==> config.mk <==
export PLATFORM = sky130hd
export DESIGN_NAME = dag_top
export DESIGN_NICKNAME = d
export VERILOG_FILES = /design/src/hw/dag_pkg.sv /design/src/hw/dag_addr_map.sv /design/src/hw/dag_ptr_file.sv /design/src/hw/dag_top.sv
export VERILOG_INCLUDE_DIRS = /design/src /design/src/hw
export SDC_FILE = /design/constraint.sdc
export NUM_CORES = 1
export LEC_CHECK = 0
export ABC_AREA = 1
export BUFFER_PORTS_ARGS = -buffer_cell sky130_fd_sc_hd__clkbuf_2
export CELL_PAD_IN_SITES_DETAIL_PLACEMENT = 0
export CELL_PAD_IN_SITES_GLOBAL_PLACEMENT = 2
export CORE_ASPECT_RATIO = 1.5
export CORE_MARGIN = 3
export CORE_UTILIZATION = 34
export CTS_CLUSTER_DIAMETER = 30
export DETAILED_ROUTE_END_ITERATION = 6
export PLACE_DENSITY = 0.93
export RECOVER_POWER = 25
export SYNTH_ARGS = -nofsm -noshare
export SYNTH_HDL_FRONTEND = slang
export SYNTH_SLANG_ARGS = --single-unit
==> constraint.sdc <==
create_clock -name clk_i -period 15.3 [get_ports clk_i]
set_clock_uncertainty 0.05 [all_clocks]
set_input_delay 0 -clock clk_i [delete_from_list [all_inputs] [get_ports clk_i]]
set_output_delay 0 -clock clk_i [all_outputs]
set_load 0.02 [all_outputs]
==> src/hw/dag_defines.svh <==
// Contract
// [RULE1] Inherent instructions carry no operand and start no data access.
// [RULE2] Literal instructions use opcode immediate; long branches carry 20-bit targets.
// [RULE3] Bit and byte instructions address directly via opcode low byte.
// [RULE4] Access bit one joins bank select with file address into 12 bits.
// [RULE5] Access bit zero maps file address into access bank, bank ignored.
// [RULE6] Register-to-register move uses its full 12-bit addresses, bank ignored.
// [RULE7] Destination bit one writes file, zero writes working register.
// [RULE8] Three pointer pairs, each a 12-bit linear data address.
// [RULE9] Each pair has virtual operands that access memory at its pointer.
// [RULE10] Indirect targets come only from the pointer, never bank or access.
// [RULE11] Post operands use pointer then step; pre-increment steps first. Code uses the unstepped pointer for a separate move destination.
// [RULE12] Offset operand adds signed working register; nothing is modified. Code omits the offset for a separate move destination.
// [RULE13] Plain indirect operand leaves its pointer unchanged.
// [RULE14] Steps act on all twelve bits, carrying across the low byte.
// [RULE15] Pointer steps never touch arithmetic status flags.
// [RULE16] Indirect read of a virtual operand returns zero.
// [RULE17] Indirect write to a virtual operand does nothing.
// [RULE18] Writing a pair through its own operand stores value without step.
// [RULE19] Pointers reachable directly; indirect reaches all other registers.
// [RULE20] Extended set enabled accepts five extra two-word instructions.
// [RULE21] Extended set leaves program memory targets unchanged.
// [RULE22] Extended set: access operand at or below 5Fh offsets third pointer.
// [RULE23] Pointer steps commit with the access so next instruction sees them. Code drops a step when a byte write hits the same pair that cycle.
`ifndef DAG_DEFINES_SVH
`define DAG_DEFINES_SVH
// Opcode fields
`define DAG_F_LSB       0
`define DAG_F_MSB       7
`define DAG_A_BIT       8
`define DAG_D_BIT       9
// Access bank layout
`define DAG_ACC_SPLIT   8'h60
`define DAG_IDX_LAST    8'h5f
`define DAG_ACC_HI_BANK 4'hf
`define DAG_ACC_LO_BANK 4'h0
// Low byte address of each pointer pair; operands sit above it
`define DAG_P0_BASE     12'hfe9
`define DAG_P1_BASE     12'hfe1
`define DAG_P2_BASE     12'hfd9
`define DAG_OFS_LO      3'h0
`define DAG_OFS_HI      3'h1
`define DAG_OFS_WORKING_OFFSET_OPERAND   3'h2
`define DAG_OFS_BEFORE_ACCESS_INCREMENT_OPERAND  3'h3
`define DAG_OFS_AFTER_ACCESS_DECREMENT_OPERAND 3'h4
`define DAG_OFS_AFTER_ACCESS_INCREMENT_OPERAND 3'h5
`define DAG_OFS_PLAIN   3'h6
// Reset values
`define DAG_PTR_RST     12'h000
`endif

==> src/hw/dag_pkg.sv <==
package dag_pkg;
   // Instruction classes from the decoder
   typedef enum logic [2:0] {
      CLS_INHERENT, CLS_LITERAL, CLS_BYTE, CLS_BIT, CLS_MOVE_FF, CLS_BRANCH, CLS_EXT
   } dag_class_t;
   // Virtual operand kinds
   typedef enum logic [2:0] {
      VOP_NONE, VOP_PLAIN, VOP_AFTER_ACCESS_INCREMENT_OPERAND, VOP_AFTER_ACCESS_DECREMENT_OPERAND, VOP_BEFORE_ACCESS_INCREMENT_OPERAND, VOP_WORKING_OFFSET_OPERAND
   } dag_vop_t;
   // Extended two-word instructions
   typedef enum logic [2:0] {
      EXT_PTR_ADD, EXT_PTR_SUB, EXT_CALL_W, EXT_STK_TO_FILE, EXT_STK_TO_STK
   } dag_ext_t;
endpackage

==> src/hw/dag_addr_map.sv <==
`timescale 1ns/1ps
`include "dag_defines.svh"
module dag_addr_map
   import dag_pkg::*;
(
   // Address under test
   input  wire logic [11:0] addr_i,
   // Decode result
   output logic             ptr_byte_o,
   output logic             ptr_high_o,
   output logic [1:0]       pair_o,
   output dag_vop_t         vop_o
);
   logic [11:0] ofs;
   // Find the pair whose block holds the address, then the slot in it
   always_comb begin
      pair_o     = 2'd3;
      ofs        = 12'h000;
      ptr_byte_o = 1'b0;
      ptr_high_o = 1'b0;
      vop_o      = VOP_NONE;
      if (addr_i >= `DAG_P0_BASE && addr_i <= `DAG_P0_BASE + 12'h006) begin
         pair_o = 2'd0;
         ofs    = addr_i - `DAG_P0_BASE;
      end else if (addr_i >= `DAG_P1_BASE && addr_i <= `DAG_P1_BASE + 12'h006) begin
         pair_o = 2'd1;
         ofs    = addr_i - `DAG_P1_BASE;
      end else if (addr_i >= `DAG_P2_BASE && addr_i <= `DAG_P2_BASE + 12'h006) begin
         pair_o = 2'd2;
         ofs    = addr_i - `DAG_P2_BASE;
      end
      if (pair_o != 2'd3) begin
         case (ofs[2:0])
            `DAG_OFS_LO:      ptr_byte_o = 1'b1;
            `DAG_OFS_HI: begin
               ptr_byte_o = 1'b1;
               ptr_high_o = 1'b1;
            end
            `DAG_OFS_WORKING_OFFSET_OPERAND:   vop_o = VOP_WORKING_OFFSET_OPERAND;
            `DAG_OFS_BEFORE_ACCESS_INCREMENT_OPERAND:  vop_o = VOP_BEFORE_ACCESS_INCREMENT_OPERAND;
            `DAG_OFS_AFTER_ACCESS_DECREMENT_OPERAND: vop_o = VOP_AFTER_ACCESS_DECREMENT_OPERAND;
            `DAG_OFS_AFTER_ACCESS_INCREMENT_OPERAND: vop_o = VOP_AFTER_ACCESS_INCREMENT_OPERAND;
            default:          vop_o = VOP_PLAIN;
         endcase
      end
   end
endmodule // dag_addr_map

==> src/hw/dag_ptr_file.sv <==
`timescale 1ns/1ps
`include "dag_defines.svh"
module dag_ptr_file (
   // Clock and reset
   input  wire logic        clk_i,
   input  wire logic        rstn_i,
   // Whole-pointer update
   input  wire logic        step_en_i,
   input  wire logic [1:0]  step_sel_i,
   input  wire logic [11:0] step_val_i,
   // Byte write
   input  wire logic        byte_en_i,
   input  wire logic [1:0]  byte_sel_i,
   input  wire logic        byte_high_i,
   input  wire logic [7:0]  byte_data_i,
   // Pointer values
   output logic [11:0]      ptr0_o,
   output logic [11:0]      ptr1_o,
   output logic [11:0]      ptr2_o
);
   logic [11:0] ptr_reg [3];
   // Byte write wins over a step on the same pair; high nibble unused
   always_ff @(posedge clk_i or negedge rstn_i) begin
      if (!rstn_i) begin
         for (int i = 0; i < 3; i++) begin
            ptr_reg[i] <= `DAG_PTR_RST;
         end
      end else begin
         for (int i = 0; i < 3; i++) begin
            if (byte_en_i && byte_sel_i == 2'(i)) begin
               if (byte_high_i) begin
                  ptr_reg[i][11:8] <= byte_data_i[3:0]; // see [RULE8]
               end else begin
                  ptr_reg[i][7:0] <= byte_data_i;
               end
            end else if (step_en_i && step_sel_i == 2'(i)) begin
               ptr_reg[i] <= step_val_i; // see [RULE23]
            end
         end
      end
   end
   assign ptr0_o = ptr_reg[0];
   assign ptr1_o = ptr_reg[1];
   assign ptr2_o = ptr_reg[2];
endmodule // dag_ptr_file

==> src/hw/dag_top.sv <==
`timescale 1ns/1ps
`include "dag_defines.svh"
module dag_top
   import dag_pkg::*;
(
   // Clock and reset
   input  wire logic        clk_i,
   input  wire logic        rstn_i,
   // Instruction from decoder
   input  wire logic        op_valid_i,
   input  wire dag_class_t  op_class_i,
   input  wire dag_ext_t    op_ext_i,
   input  wire logic        op_wr_file_i,
   input  wire logic [15:0] opcode_i,
   input  wire logic [15:0] opword2_i,
   // Core state
   input  wire logic [7:0]  wreg_i,
   input  wire logic [3:0]  bank_select_register_i,
   input  wire logic        extended_set_enable_i,
   // Result from execution unit
   input  wire logic        wr_en_i,
   input  wire logic [7:0]  wr_data_i,
   // Data memory read data
   input  wire logic [7:0]  mem_rdata_i,
   // Data memory access
   output logic [11:0]      mem_addr_o,
   output logic             mem_rd_o,
   output logic [11:0]      mem_waddr_o,
   output logic [7:0]       mem_wdata_o,
   output logic             mem_wr_o,
   // Operand to execution unit
   output logic [7:0]       rd_data_o,
   output logic             rd_valid_o,
   output logic             dest_w_o,
   output logic [7:0]       literal_o,
   output logic [19:0]      target_o,
   output logic             target_valid_o,
   output logic             illegal_o,
   // Pointer values
   output logic [11:0]      ptr0_o,
   output logic [11:0]      ptr1_o,
   output logic [11:0]      ptr2_o
);
   // Direct address from file field, access bit and extended mode
   function automatic logic [11:0] dir_addr(input logic [7:0] f, input logic a,
                                             input logic [3:0] bank_select_register, input logic ext,
                                             input logic [11:0] p2);
      if (a) begin
         dir_addr = {bank_select_register, f}; // see [RULE4]
      end else if (ext && f <= `DAG_IDX_LAST) begin
         dir_addr = p2 + {4'h0, f}; // see [RULE22]
      end else if (f < `DAG_ACC_SPLIT) begin
         dir_addr = {`DAG_ACC_LO_BANK, f}; // see [RULE5]
      end else begin
         dir_addr = {`DAG_ACC_HI_BANK, f};
      end
   endfunction

   logic [11:0] ptr_q [3];
   logic [11:0] src_raw, dst_raw, src_eff, dst_eff, base_ptr, step_val;
   logic        step_en, reads_file, writes_file, dest_w, is_illegal;
   logic [1:0]  step_sel;
   logic [7:0]  f_fld;
   // Decode outputs
   logic        s_pb, s_ph, t_pb, t_ph, d_pb, d_ph, e_pb, e_ph;
   logic [1:0]  s_pair, t_pair, d_pair, e_pair;
   dag_vop_t    s_vop, t_vop, d_vop, e_vop;
   // Held access state
   logic        rd_pend_reg, rd_null_reg, rd_ptr_reg, rd_ptr_hi_reg;
   logic [1:0]  rd_pair_reg;
   logic        wr_arm_reg, wr_null_reg, wr_ptr_reg, wr_ptr_hi_reg;
   logic [1:0]  wr_pair_reg;
   logic [11:0] wr_addr_reg;
   logic        byte_en;

   assign ptr_q[0] = ptr0_o;
   assign ptr_q[1] = ptr1_o;
   assign ptr_q[2] = ptr2_o;
   assign f_fld    = opcode_i[`DAG_F_MSB:`DAG_F_LSB]; // see [RULE3]

   // Raw source and destination per class
   always_comb begin
      src_raw     = dir_addr(f_fld, opcode_i[`DAG_A_BIT], bank_select_register_i,
                             extended_set_enable_i, ptr_q[2]);
      dst_raw     = src_raw;
      reads_file  = 1'b0;
      writes_file = 1'b0;
      dest_w      = 1'b0;
      is_illegal  = 1'b0;
      case (op_class_i)
         CLS_INHERENT: begin
            reads_file = 1'b0; // see [RULE1]
         end
         CLS_LITERAL: begin
            dest_w = 1'b1; // see [RULE2]
         end
         CLS_BYTE: begin
            reads_file  = 1'b1;
            writes_file = opcode_i[`DAG_D_BIT]; // see [RULE7]
            dest_w      = !opcode_i[`DAG_D_BIT];
         end
         CLS_BIT: begin
            reads_file  = 1'b1;
            writes_file = op_wr_file_i;
         end
         CLS_MOVE_FF: begin
            src_raw     = opcode_i[11:0]; // see [RULE6]
            dst_raw     = opword2_i[11:0];
            reads_file  = 1'b1;
            writes_file = 1'b1;
         end
         CLS_EXT: begin
            is_illegal = !extended_set_enable_i; // see [RULE20]
            if (op_ext_i == EXT_STK_TO_FILE || op_ext_i == EXT_STK_TO_STK) begin
               src_raw     = ptr_q[2] + {5'h00, opcode_i[6:0]};
               dst_raw     = (op_ext_i == EXT_STK_TO_FILE) ? opword2_i[11:0]
                                                          : ptr_q[2] + {5'h00, opword2_i[6:0]};
               reads_file  = extended_set_enable_i;
               writes_file = extended_set_enable_i;
            end
         end
         default: begin
            reads_file = 1'b0;
         end
      endcase
   end

   // Operand decode of source, indirect target, destination and its target
   dag_addr_map u_map_src (
      .addr_i    (src_raw),
      .ptr_byte_o(s_pb),
      .ptr_high_o(s_ph),
      .pair_o    (s_pair),
      .vop_o     (s_vop)
   );
   dag_addr_map u_map_tgt (
      .addr_i    (src_eff),
      .ptr_byte_o(t_pb),
      .ptr_high_o(t_ph),
      .pair_o    (t_pair),
      .vop_o     (t_vop)
   );
   dag_addr_map u_map_dst (
      .addr_i    (dst_raw),
      .ptr_byte_o(d_pb),
      .ptr_high_o(d_ph),
      .pair_o    (d_pair),
      .vop_o     (d_vop)
   );
   dag_addr_map u_map_dtg (
      .addr_i    (dst_eff),
      .ptr_byte_o(e_pb),
      .ptr_high_o(e_ph),
      .pair_o    (e_pair),
      .vop_o     (e_vop)
   );

   // Indirect resolution from pointer only; steps act on all 12 bits
   always_comb begin
      base_ptr = (s_pair == 2'd3) ? 12'h000 : ptr_q[s_pair];
      src_eff  = src_raw;
      step_en  = 1'b0;
      step_sel = s_pair;
      step_val = base_ptr;
      case (s_vop)
         VOP_PLAIN:   src_eff = base_ptr; // see [RULE9] [RULE10] [RULE13]
         VOP_AFTER_ACCESS_INCREMENT_OPERAND: begin
            src_eff  = base_ptr; // see [RULE11]
            step_en  = 1'b1;
            step_val = base_ptr + 12'h001; // see [RULE14] [RULE15]
         end
         VOP_AFTER_ACCESS_DECREMENT_OPERAND: begin
            src_eff  = base_ptr;
            step_en  = 1'b1;
            step_val = base_ptr - 12'h001; // see [RULE14]
         end
         VOP_BEFORE_ACCESS_INCREMENT_OPERAND: begin
            src_eff  = base_ptr + 12'h001; // see [RULE11]
            step_en  = 1'b1;
            step_val = base_ptr + 12'h001;
         end
         VOP_WORKING_OFFSET_OPERAND:   src_eff = base_ptr + {{4{wreg_i[7]}}, wreg_i}; // see [RULE12]
         default:     src_eff = src_raw;
      endcase
      // A write into the stepping pair's own bytes stores the value unstepped
      if (writes_file && t_pb && t_pair == s_pair && dst_raw == src_raw) begin
         step_en = 1'b0; // see [RULE18]
      end
      if (!op_valid_i || !(reads_file || writes_file)) begin
         step_en = 1'b0;
      end
      // Extended pointer add and subtract
      if (op_valid_i && op_class_i == CLS_EXT && extended_set_enable_i &&
          (op_ext_i == EXT_PTR_ADD || op_ext_i == EXT_PTR_SUB) && opcode_i[7:6] != 2'd3) begin
         step_en  = 1'b1;
         step_sel = opcode_i[7:6];
         step_val = (op_ext_i == EXT_PTR_ADD) ? ptr_q[opcode_i[7:6]] + {6'h00, opcode_i[5:0]}
                                              : ptr_q[opcode_i[7:6]] - {6'h00, opcode_i[5:0]};
      end
   end

   // Destination of a separate move resolves without stepping
   always_comb begin
      dst_eff = (dst_raw == src_raw) ? src_eff : dst_raw;
      if (dst_raw != src_raw && d_vop != VOP_NONE && d_pair != 2'd3) begin
         dst_eff = ptr_q[d_pair];
      end
   end

   // Address phase: read strobe and held read-target decode
   always_ff @(posedge clk_i or negedge rstn_i) begin
      if (!rstn_i) begin
         mem_addr_o    <= 12'h000;
         mem_rd_o      <= 1'b0;
         rd_null_reg   <= 1'b0;
         rd_ptr_reg    <= 1'b0;
         rd_ptr_hi_reg <= 1'b0;
         rd_pair_reg   <= 2'd0;
      end else begin
         mem_rd_o <= 1'b0;
         if (op_valid_i && reads_file) begin
            mem_addr_o    <= src_eff;
            mem_rd_o      <= !(s_vop != VOP_NONE && t_vop != VOP_NONE); // see [RULE16]
            rd_null_reg   <= s_vop != VOP_NONE && t_vop != VOP_NONE;
            rd_ptr_reg    <= t_pb; // see [RULE19]
            rd_ptr_hi_reg <= t_ph;
            rd_pair_reg   <= t_pair;
         end
      end
   end

   // Data return: null reads give zero, pointer bytes come from the pair
   always_ff @(posedge clk_i or negedge rstn_i) begin
      if (!rstn_i) begin
         rd_pend_reg <= 1'b0;
         rd_valid_o  <= 1'b0;
         rd_data_o   <= 8'h00;
      end else begin
         rd_pend_reg <= op_valid_i && reads_file;
         rd_valid_o  <= rd_pend_reg;
         if (rd_pend_reg) begin
            if (rd_null_reg) begin
               rd_data_o <= 8'h00; // see [RULE16]
            end else if (rd_ptr_reg && rd_pair_reg != 2'd3) begin
               rd_data_o <= rd_ptr_hi_reg ? {4'h0, ptr_q[rd_pair_reg][11:8]}
                                          : ptr_q[rd_pair_reg][7:0];
            end else begin
               rd_data_o <= mem_rdata_i;
            end
         end
      end
   end

   // Held write target for the result
   always_ff @(posedge clk_i or negedge rstn_i) begin
      if (!rstn_i) begin
         wr_arm_reg    <= 1'b0;
         wr_null_reg   <= 1'b0;
         wr_ptr_reg    <= 1'b0;
         wr_ptr_hi_reg <= 1'b0;
         wr_pair_reg   <= 2'd0;
         wr_addr_reg   <= 12'h000;
      end else if (op_valid_i) begin
         wr_arm_reg    <= writes_file;
         wr_null_reg   <= (d_vop != VOP_NONE || s_vop != VOP_NONE) && e_vop != VOP_NONE;
         wr_ptr_reg    <= e_pb;
         wr_ptr_hi_reg <= e_ph;
         wr_pair_reg   <= e_pair;
         wr_addr_reg   <= dst_eff;
      end else if (wr_en_i) begin
         wr_arm_reg <= 1'b0;
      end
   end

   // Result write: null targets drop, pointer bytes go to the pair
   assign byte_en = wr_en_i && wr_arm_reg && !wr_null_reg && wr_ptr_reg;
   always_ff @(posedge clk_i or negedge rstn_i) begin
      if (!rstn_i) begin
         mem_wr_o    <= 1'b0;
         mem_waddr_o <= 12'h000;
         mem_wdata_o <= 8'h00;
      end else begin
         mem_wr_o <= wr_en_i && wr_arm_reg && !wr_null_reg && !wr_ptr_reg; // see [RULE17]
         if (wr_en_i && wr_arm_reg) begin
            mem_waddr_o <= wr_addr_reg;
            mem_wdata_o <= wr_data_i;
         end
      end
   end

   dag_ptr_file u_ptrs (
      .clk_i      (clk_i),
      .rstn_i     (rstn_i),
      .step_en_i  (step_en),
      .step_sel_i (step_sel),
      .step_val_i (step_val),
      .byte_en_i  (byte_en),
      .byte_sel_i (wr_pair_reg),
      .byte_high_i(wr_ptr_hi_reg),
      .byte_data_i(wr_data_i),
      .ptr0_o     (ptr0_o),
      .ptr1_o     (ptr1_o),
      .ptr2_o     (ptr2_o)
   );

   // Literal, branch target, destination and acceptance
   always_ff @(posedge clk_i or negedge rstn_i) begin
      if (!rstn_i) begin
         literal_o      <= 8'h00;
         target_o       <= 20'h00000;
         target_valid_o <= 1'b0;
         dest_w_o       <= 1'b0;
         illegal_o      <= 1'b0;
      end else begin
         target_valid_o <= op_valid_i && op_class_i == CLS_BRANCH;
         illegal_o      <= op_valid_i && is_illegal;
         if (op_valid_i) begin
            literal_o <= f_fld; // see [RULE2]
            dest_w_o  <= dest_w; // see [RULE7]
            target_o  <= {opword2_i[11:0], f_fld}; // see [RULE21]
         end
      end
   end

   a_inherent_idle: assert property (@(posedge clk_i) disable iff (!rstn_i) // see [RULE1]
      op_valid_i && op_class_i == CLS_INHERENT |=> !mem_rd_o)
      else $error("inherent op started an access");
   a_banked_addr: assert property (@(posedge clk_i) disable iff (!rstn_i) // see [RULE4]
      op_valid_i && op_class_i == CLS_BYTE && opcode_i[8] && s_vop == VOP_NONE
      |=> mem_addr_o == {$past(bank_select_register_i), $past(opcode_i[7:0])})
      else $error("banked address wrong");
   a_access_high: assert property (@(posedge clk_i) disable iff (!rstn_i) // see [RULE5]
      op_valid_i && op_class_i == CLS_BIT && !opcode_i[8] && opcode_i[7:0] >= 8'h60
      && s_vop == VOP_NONE |=> mem_addr_o[11:8] == 4'hf)
      else $error("access bank high mapping wrong");
   a_move_addr: assert property (@(posedge clk_i) disable iff (!rstn_i) // see [RULE6]
      op_valid_i && op_class_i == CLS_MOVE_FF && s_vop == VOP_NONE
      |=> mem_addr_o == $past(opcode_i[11:0]))
      else $error("move source address wrong");
   a_after_access_increment_operand_step: assert property (@(posedge clk_i) disable iff (!rstn_i) // see [RULE11]
      op_valid_i && op_class_i == CLS_BYTE && s_vop == VOP_AFTER_ACCESS_INCREMENT_OPERAND && s_pair == 2'd0
      && !writes_file |=> ptr0_o == $past(ptr0_o) + 12'h001 && mem_addr_o == $past(ptr0_o))
      else $error("post-increment wrong");
   a_working_offset_operand_keeps: assert property (@(posedge clk_i) disable iff (!rstn_i) // see [RULE12]
      op_valid_i && op_class_i == CLS_BYTE && s_vop == VOP_WORKING_OFFSET_OPERAND && s_pair == 2'd0
      && !byte_en |=> $stable(ptr0_o))
      else $error("offset operand moved pointer");
   a_null_read: assert property (@(posedge clk_i) disable iff (!rstn_i) // see [RULE16]
      op_valid_i && reads_file && s_vop != VOP_NONE && t_vop != VOP_NONE
      |=> !mem_rd_o ##1 rd_valid_o && rd_data_o == 8'h00)
      else $error("virtual read not zero");
   a_null_write: assert property (@(posedge clk_i) disable iff (!rstn_i) // see [RULE17]
      wr_en_i && wr_arm_reg && wr_null_reg |=> !mem_wr_o)
      else $error("virtual write reached memory");
   a_ext_reject: assert property (@(posedge clk_i) disable iff (!rstn_i) // see [RULE20]
      op_valid_i && op_class_i == CLS_EXT && !extended_set_enable_i |=> illegal_o)
      else $error("extended op not rejected");
endmodule // dag_top

Word level (Yosys, flattened, before mapping)
Cells that the tools add are included.
{ "word_totals": {"in_bits": 72, "wordCells": 307, "output_inout_bits": 110, "ff_bits": 134} }
{ "op_classes": {"n_reduce_logical": 79, "addsub": 20, "n_lt_le_gt_ge": 30, "n_mux": 91, "eq_ne": 54, "bitwise_logic": 4} }
{ "op_table": {"columns": ["op", "count"], "rows": [
  ["12-bit two-way mux", 25],
  ["12-bit >= comparator (second input constant)", 12],
  ["12-bit less-or-equal comparator (second input constant)", 12],
  ["12-bit binary-select mux with 2-bit select", 4],
  ["12-bit case mux with 2 select lines", 3],
  ["3-bit case mux with 5 select lines", 4],
  ["3-bit two-way mux", 16],
  ["3-bit equality test (second input constant)", 14],
  ["3-bit by 2-bit equality test with 1-bit output (second input constant)", 13],
  ["1-bit logical AND", 38],
  ["12-bit case mux with 3 select lines", 1],
  ["3-bit by 1-bit subtractor with 3-bit output (second input constant)", 12],
  ["8-bit two-way mux", 4],
  ["12-bit by 7-bit adder with 12-bit output", 2],
  ["2-bit inequality test (second input constant)", 12],
  ["3-bit by 1-bit equality test with 1-bit output (second input constant)", 7],
  ["1-bit two-way mux", 21],
  ["2-bit two-way mux", 9],
  ["3-bit zero test", 5],
  ["12-bit by 1-bit adder with 12-bit output (second input constant)", 1],
  ["12-bit adder", 1],
  ["12-bit by 6-bit adder with 12-bit output", 1],
  ["12-bit by 8-bit adder with 12-bit output", 1],
  ["12-bit equality test", 1],
  ["other kinds (21)", 59]
]} }

Depth between registers and ports, before layout
{ "depth": {"depth_word": 36, "mapped_depth": 56, "ltp_nobuf": 56} }

Hierarchy
From an unflattened synthesis, not the netlist that was laid out.
{ "hier_totals": {"cells_unflattened": 2055, "area_unflattened_um2": 12926.1} }
{ "modules_own_cells": {"columns": ["module", "n_inst", "seq_area_each_um2", "area_each_um2", "cells_each"], "rows": [
  ["dag_top", 1, 2252.2, 9978.3, 1617],
  ["dag_ptr_file", 1, 900.9, 2067.0, 290],
  ["dag_addr_map", 4, 0.0, 220.2, 37]
]} }

Worst setup path before layout
OpenSTA, ideal clock, no wires.
{ "synth_path": {"path_kind": "register to register", "startpoint": "reg u_ptrs.ptr_reg, in the netlist u_ptrs.ptr2_o[0]", "endpoint": "reg u_ptrs.ptr_reg, in the netlist u_ptrs.ptr0_o[0]", "period_less_slack_ns": 6.705, "path_buffers": 1, "arrival_ns": 6.537, "path_stages_with_launch": 51, "path_slack_ns": 8.595, "t_required_ns": 15.132, "setup_ns": 0.118, "path_cell_list": "dfrtp_1 > ha_1 > inv_1 > fa_1 > inv_1 > nand2_1 > o21ai_0 > or2_1 > nand2_1 > o21ai_1 > o21ai_0 > ha_1 > nand3b_2 > nand2_1 > inv_2 > o211ai_4 > nand2_4 > nand2_1 > (+15 left out) > nor2_1 > xor2_1 > or2_2 > a31oi_1 > nand2_1 > nand2_1 > nor2_1 > nand4_2 > nand2_2 > nand3_1 > nand2_1 > nand2_1 > nand2_1 > nand2_4 > nand2_4 > buf_6 > nand3_1 > nand2_1"} }
{ "synth_via": {"elab_chain_len": 35, "word_cells_on_any_way": 104, "cone_classes": "add/sub (14); order compare (12); eq/ne (16); mux (41); bitwise (1); reduce/logical (20)"} }
{ "synth_lines": {"columns": ["element", "line_no", "text"], "rows": [
  ["start, declared", "dag_ptr_file.sv:21", "logic [11:0] ptr_reg [3];"],
  ["start signal, assigned by index", "dag_ptr_file.sv:26", "ptr_reg[i] <= `DAG_PTR_RST;"],
  ["start signal, assigned by index", "dag_ptr_file.sv:32", "ptr_reg[i][11:8] <= byte_data_i[3:0];"],
  ["start signal, assigned by index", "dag_ptr_file.sv:34", "ptr_reg[i][7:0] <= byte_data_i;"],
  ["12-bit by 8-bit adder with 12-bit output", "dag_top.sv:51", "dir_addr = p2 + {4'h0, f};"],
  ["12-bit two-way mux", "dag_top.sv:50", "end else if (ext && f <= `DAG_IDX_LAST) begin"],
  ["12-bit two-way mux", "dag_top.sv:48", "if (a) begin"],
  ["12-bit two-way mux", "dag_top.sv:114", "if (op_ext_i == EXT_STK_TO_FILE || op_ext_i == EXT_STK_TO_STK) begin"],
  ["12-bit case mux with 2 select lines", "dag_top.sv:90", "case (op_class_i)"],
  ["12-bit >= comparator (no source line) / 12-bit less-or-equal comparator (equally long branches)", null, null],
  ["1-bit logical AND", "dag_addr_map.sv:28", "end else if (addr_i >= `DAG_P2_BASE && addr_i <= `DAG_P2_BASE + 12'h006) begin"],
  ["1-bit two-way mux / 3-bit two-way mux (equally long branches)", "dag_addr_map.sv:28", null],
  ["(+17 left out)", null, null],
  ["1-bit two-way mux", "dag_addr_map.sv:32", "if (pair_o != 2'd3) begin"],
  ["1-bit logical AND (3 in a row)", "dag_top.sv:186", "if (writes_file && t_pb && t_pair == s_pair && dst_raw == src_raw) begin"],
  ["1-bit two-way mux", "dag_top.sv:186", null],
  ["1-bit two-way mux", "dag_top.sv:189", "if (!op_valid_i || !(reads_file || writes_file)) begin"],
  ["1-bit two-way mux", "dag_top.sv:193", "if (op_valid_i && op_class_i == CLS_EXT && extended_set_enable_i &&"],
  ["1-bit logical AND", "dag_ptr_file.sv:36", "end else if (step_en_i && step_sel_i == 2'(i)) begin"],
  ["2-bit nonzero test (no source line)", null, null],
  ["2-bit AND reduction (no source line)", null, null]
]} }
Parallel ways exist; a longest one is shown, timed or not. The select of a mux whose other input is x is not followed.
A chain may end at the register's enable or synchronous reset.

Worst setup path after layout
{ "layout_path": {"startpoint": "reg u_ptrs.ptr_reg, in the netlist u_ptrs.ptr2_o[1]", "endpoint": "reg u_ptrs.ptr_reg, in the netlist u_ptrs.ptr1_o[5]"} }
Same word-level chain as after synthesis.

==> metrics.yaml <==
holdCritStartpoint: "opcode_i[0]"
core_um2: 34300
rrSetupSlack_ns: 6.94
cp_max_fo: 16
clockRootBuffer: "clkbuf_16"
antenna_found_initial: 0
irDropWorstVdd_uv: 54.2
synth-edff-count: 0
syn-mean-instance-area_um2: 6.51
layout_setup_ws_ns: 6.94
cts_inserted_buffers: 17
gp_congestion: 1.00
drt_iter0_drc: 1039
critical_path_class: "flop to flop"
cts_resized: 0
grt_pass1_wl_um: 77800
violations: "capacitance limit, slew limit"
grt.total_usage: 0.278
synthSimpleGateAreaFrac: 0.352
syn_inst: 1819
portBuffers: 173
start_kind: "flop"
synth_flop_cell: "dfrtp_1"
dr.pass1.iters: 6
relSlewSlack: -1.17
drc: 0
tns_ns: 0
synthArstFlopShare: 1.00
rr_worst_depth: 54
syn2layout_area_growth_pct: 18.8
fin_crit_sh: 0.546
maxUsedRoutingLayer: "met4"
worst_path_max_delay_cell: "fa_1"
n_antenna_cell: 0
die_y_um: 235
dp.cells: 2368
r2r_end: "u_ptrs.ptr1_o[5]"
min_period_ns: 8.36
pwr-share-clk: 0.383
rows: 83
ys_seq_elements: 126
syn-cell-area_um2: 11900
cts_hold_buf: 54
final_common_cell: "nand2_1"
tightest_slew_ns: 3.25
regMostFlops: "target_o"
synth_compound_area_frac: 0.183
switching_power_uw: 397
seqPwrFrac: 0.355
clk_path_buf_depth: 2
path_delay_family: "simple AND/OR/NAND/NOR gates"
cellInternalPower_uw: 710
maxCapViolations: 1
wl_um: 51800
nets: 2144
cp-end-kind: "flop"
ios: 182
synth.distinct_cells: 64
path_depth: 54
htreeDepth: 4
synthAdderAreaFrac: 0.0617
instances_no_fill: 2454
cp-startpoint: "u_ptrs.ptr2_o[1]"
synthMuxAreaShare: 0.0160
dr_wl_met3_um: 2660
drive_gt1_frac: 0.154
wl_per_cell_um: 21.1
powerDensity_nw_per_um2: 78.6
cp.required_ns: 15.59
cts_tree: "built"
r2r-start: "u_ptrs.ptr2_o[1]"
fmax_mhz: 120
crit_end: "u_ptrs.ptr1_o[5]"
slowest_delay_ns: 0.49
dpl.hpwl_um: 40700
syn_nets: 1947
crit_buf_inv: 7
initial_core_util: 0.346
wl_met1_um: 19700
grt_overflow: 0
synthXorXnorAreaFrac: 0.0214
grt_pass1_vias: 12900
setup_viol: 0
wl_met2_um: 26000
clkLatencyLatePin_ns: 0.45
hold_class: "input pin to flop"
numClockSinks: 126
die_w_um: 158
largest_reg_flops: 13
leakage_uw: 0.00706
pre_cts_ws_ns: 7.04
num_vias: 13300
finalHoldViolCount: 0
p_sw_frac: 0.359
arrival_ns: 8.65
final_cell_mix: "nand2_1 (530), o21ai_0 (185), inv_1 (181), nand3_1 (173), clkbuf_2 (137)"
yosysWarnings: 0
vias_per_cell: 5.42
p_comb_frac: 0.261
cts.clk_slew.worst_paths_ns: 0.06
die_area_um2: 37200
finalMaxSlewViolations: 56
final_antenna_net_count: 0
post_cts_buffers: 0
grt_max_degree: 73
synth-seq-area-share: 0.266
crit_top_cell: "nand2_1"
rsz0062_at_grt: "no"
synth_top_family_by_area: "simple AND/OR/NAND/NOR gates"
outcome: "finished with violations"
[cell usage after synthesis (8+ instances only)]
| library cell | count | share of area |
|---|---|---|
| nand3_1 | 173 | 0.073 |
| o22ai_1 | 23 | 0.012 |
| a21oi_1 | 91 | 0.038 |
| nor2_4 | 9 | 0.0086 |
| clkbuf_1 | 33 | 0.010 |
| nor2_1 | 115 | 0.036 |
| inv_1 | 181 | 0.057 |
| nand3_2 | 9 | 0.0076 |
| dfrtp_1 | 126 | 0.27 |
| ha_1 | 52 | 0.055 |
| nand2_1 | 530 | 0.17 |
| xor2_1 | 20 | 0.015 |
| nand2_2 | 22 | 0.012 |
| o21ai_0 | 186 | 0.079 |
| inv_2 | 21 | 0.0067 |
| xnor2_1 | 9 | 0.0067 |
| nor3_1 | 25 | 0.011 |
| nand4_1 | 12 | 0.0063 |
| buf_6 | 14 | 0.013 |
| o21bai_1 | 8 | 0.0051 |
| buf_4 | 10 | 0.0063 |
| o211ai_1 | 12 | 0.0076 |
| mux2_2 | 16 | 0.015 |
| o21ai_1 | 13 | 0.0055 |
| nor2_2 | 12 | 0.0063 |
[power groups by stage]
stage | Clock (uW) | Combinational [uW] | Sequential (uW)
after floorplan | 0 | 138 | 436
after global routing | 448 | 318 | 398
after CTS | 433 | 295 | 394
after detailed placement | 0 | 282 | 400
after global placement | 0 | 280 | 398
final | 424 | 289 | 393
[metrics by stage]
step | util | hold WS (ns) | instance area, um^2 | power, uW
floorplan | - | -0.346 | 11900 | 574
detailed placement | 0.379 | -0.0337 | 13000 | 682
global route | 0.411 | 0.0431 | 14100 | 1160
finish | 0.411 | 0.0372 | 14100 | 1110
CTS | 0.412 | 0.0104 | 14100 | 1120
global placement | 0.379 | -0.0361 | 13000 | 678
[final cells by class]
class,count,area [um^2]
fillers,3713,20200
multi-input cells,1421,7530
flip-flops and latches,126,3150
repair buffers,243,1480
inverters,207,779
well taps,425,532
clock buffers,17,425
clock inverters,15,173
[logic make-up (layout without fill, tap and decap cells)]
kind of cell,after synthesis,count (layout)
AND/OR/NAND/NOR,936,936
multiplexers,17,17
AO/OA/AOI/OAI,383,383
buffers and inverters,272,482
XOR/XNOR,29,29
adder cells (fa/ha/maj),56,56
flip-flops,126,126
[worst register-to-register path: cells and delay by family, from the launching register on]
family / cells / cell delay (ns)
AND/OR/NAND/NOR: 38 / 4.58
buffers and inverters: 7 / 1.25
AO/OA/AOI/OAI: 6 / 1.05
adder cells (fa/ha/maj): 2 / 0.86
flip-flops: 1 / 0.32
XOR/XNOR: 1 / 0.14
[routing by layer]
metal  vias up  GRT usage
met5         -          0
met4         0      0.164
met3       132     0.0311
met2       479      0.480
met1      6247      0.326
li1       6434          -
[how the worst min path moves through the flow]
stage | end | slack [ns] | depth (start not counted)
2_1_floorplan | dest_w_o | -0.35 | 0
3_3_place_gp | literal_o[5] | -0.04 | 1
5_1_grt | literal_o[0] | 0.04 | 3
6_report | literal_o[0] | 0.04 | 3
4_1_cts | literal_o[0] | 0.01 | 3
3_5_place_dp | literal_o[5] | -0.03 | 1
(Power assumes the default switching activity.)
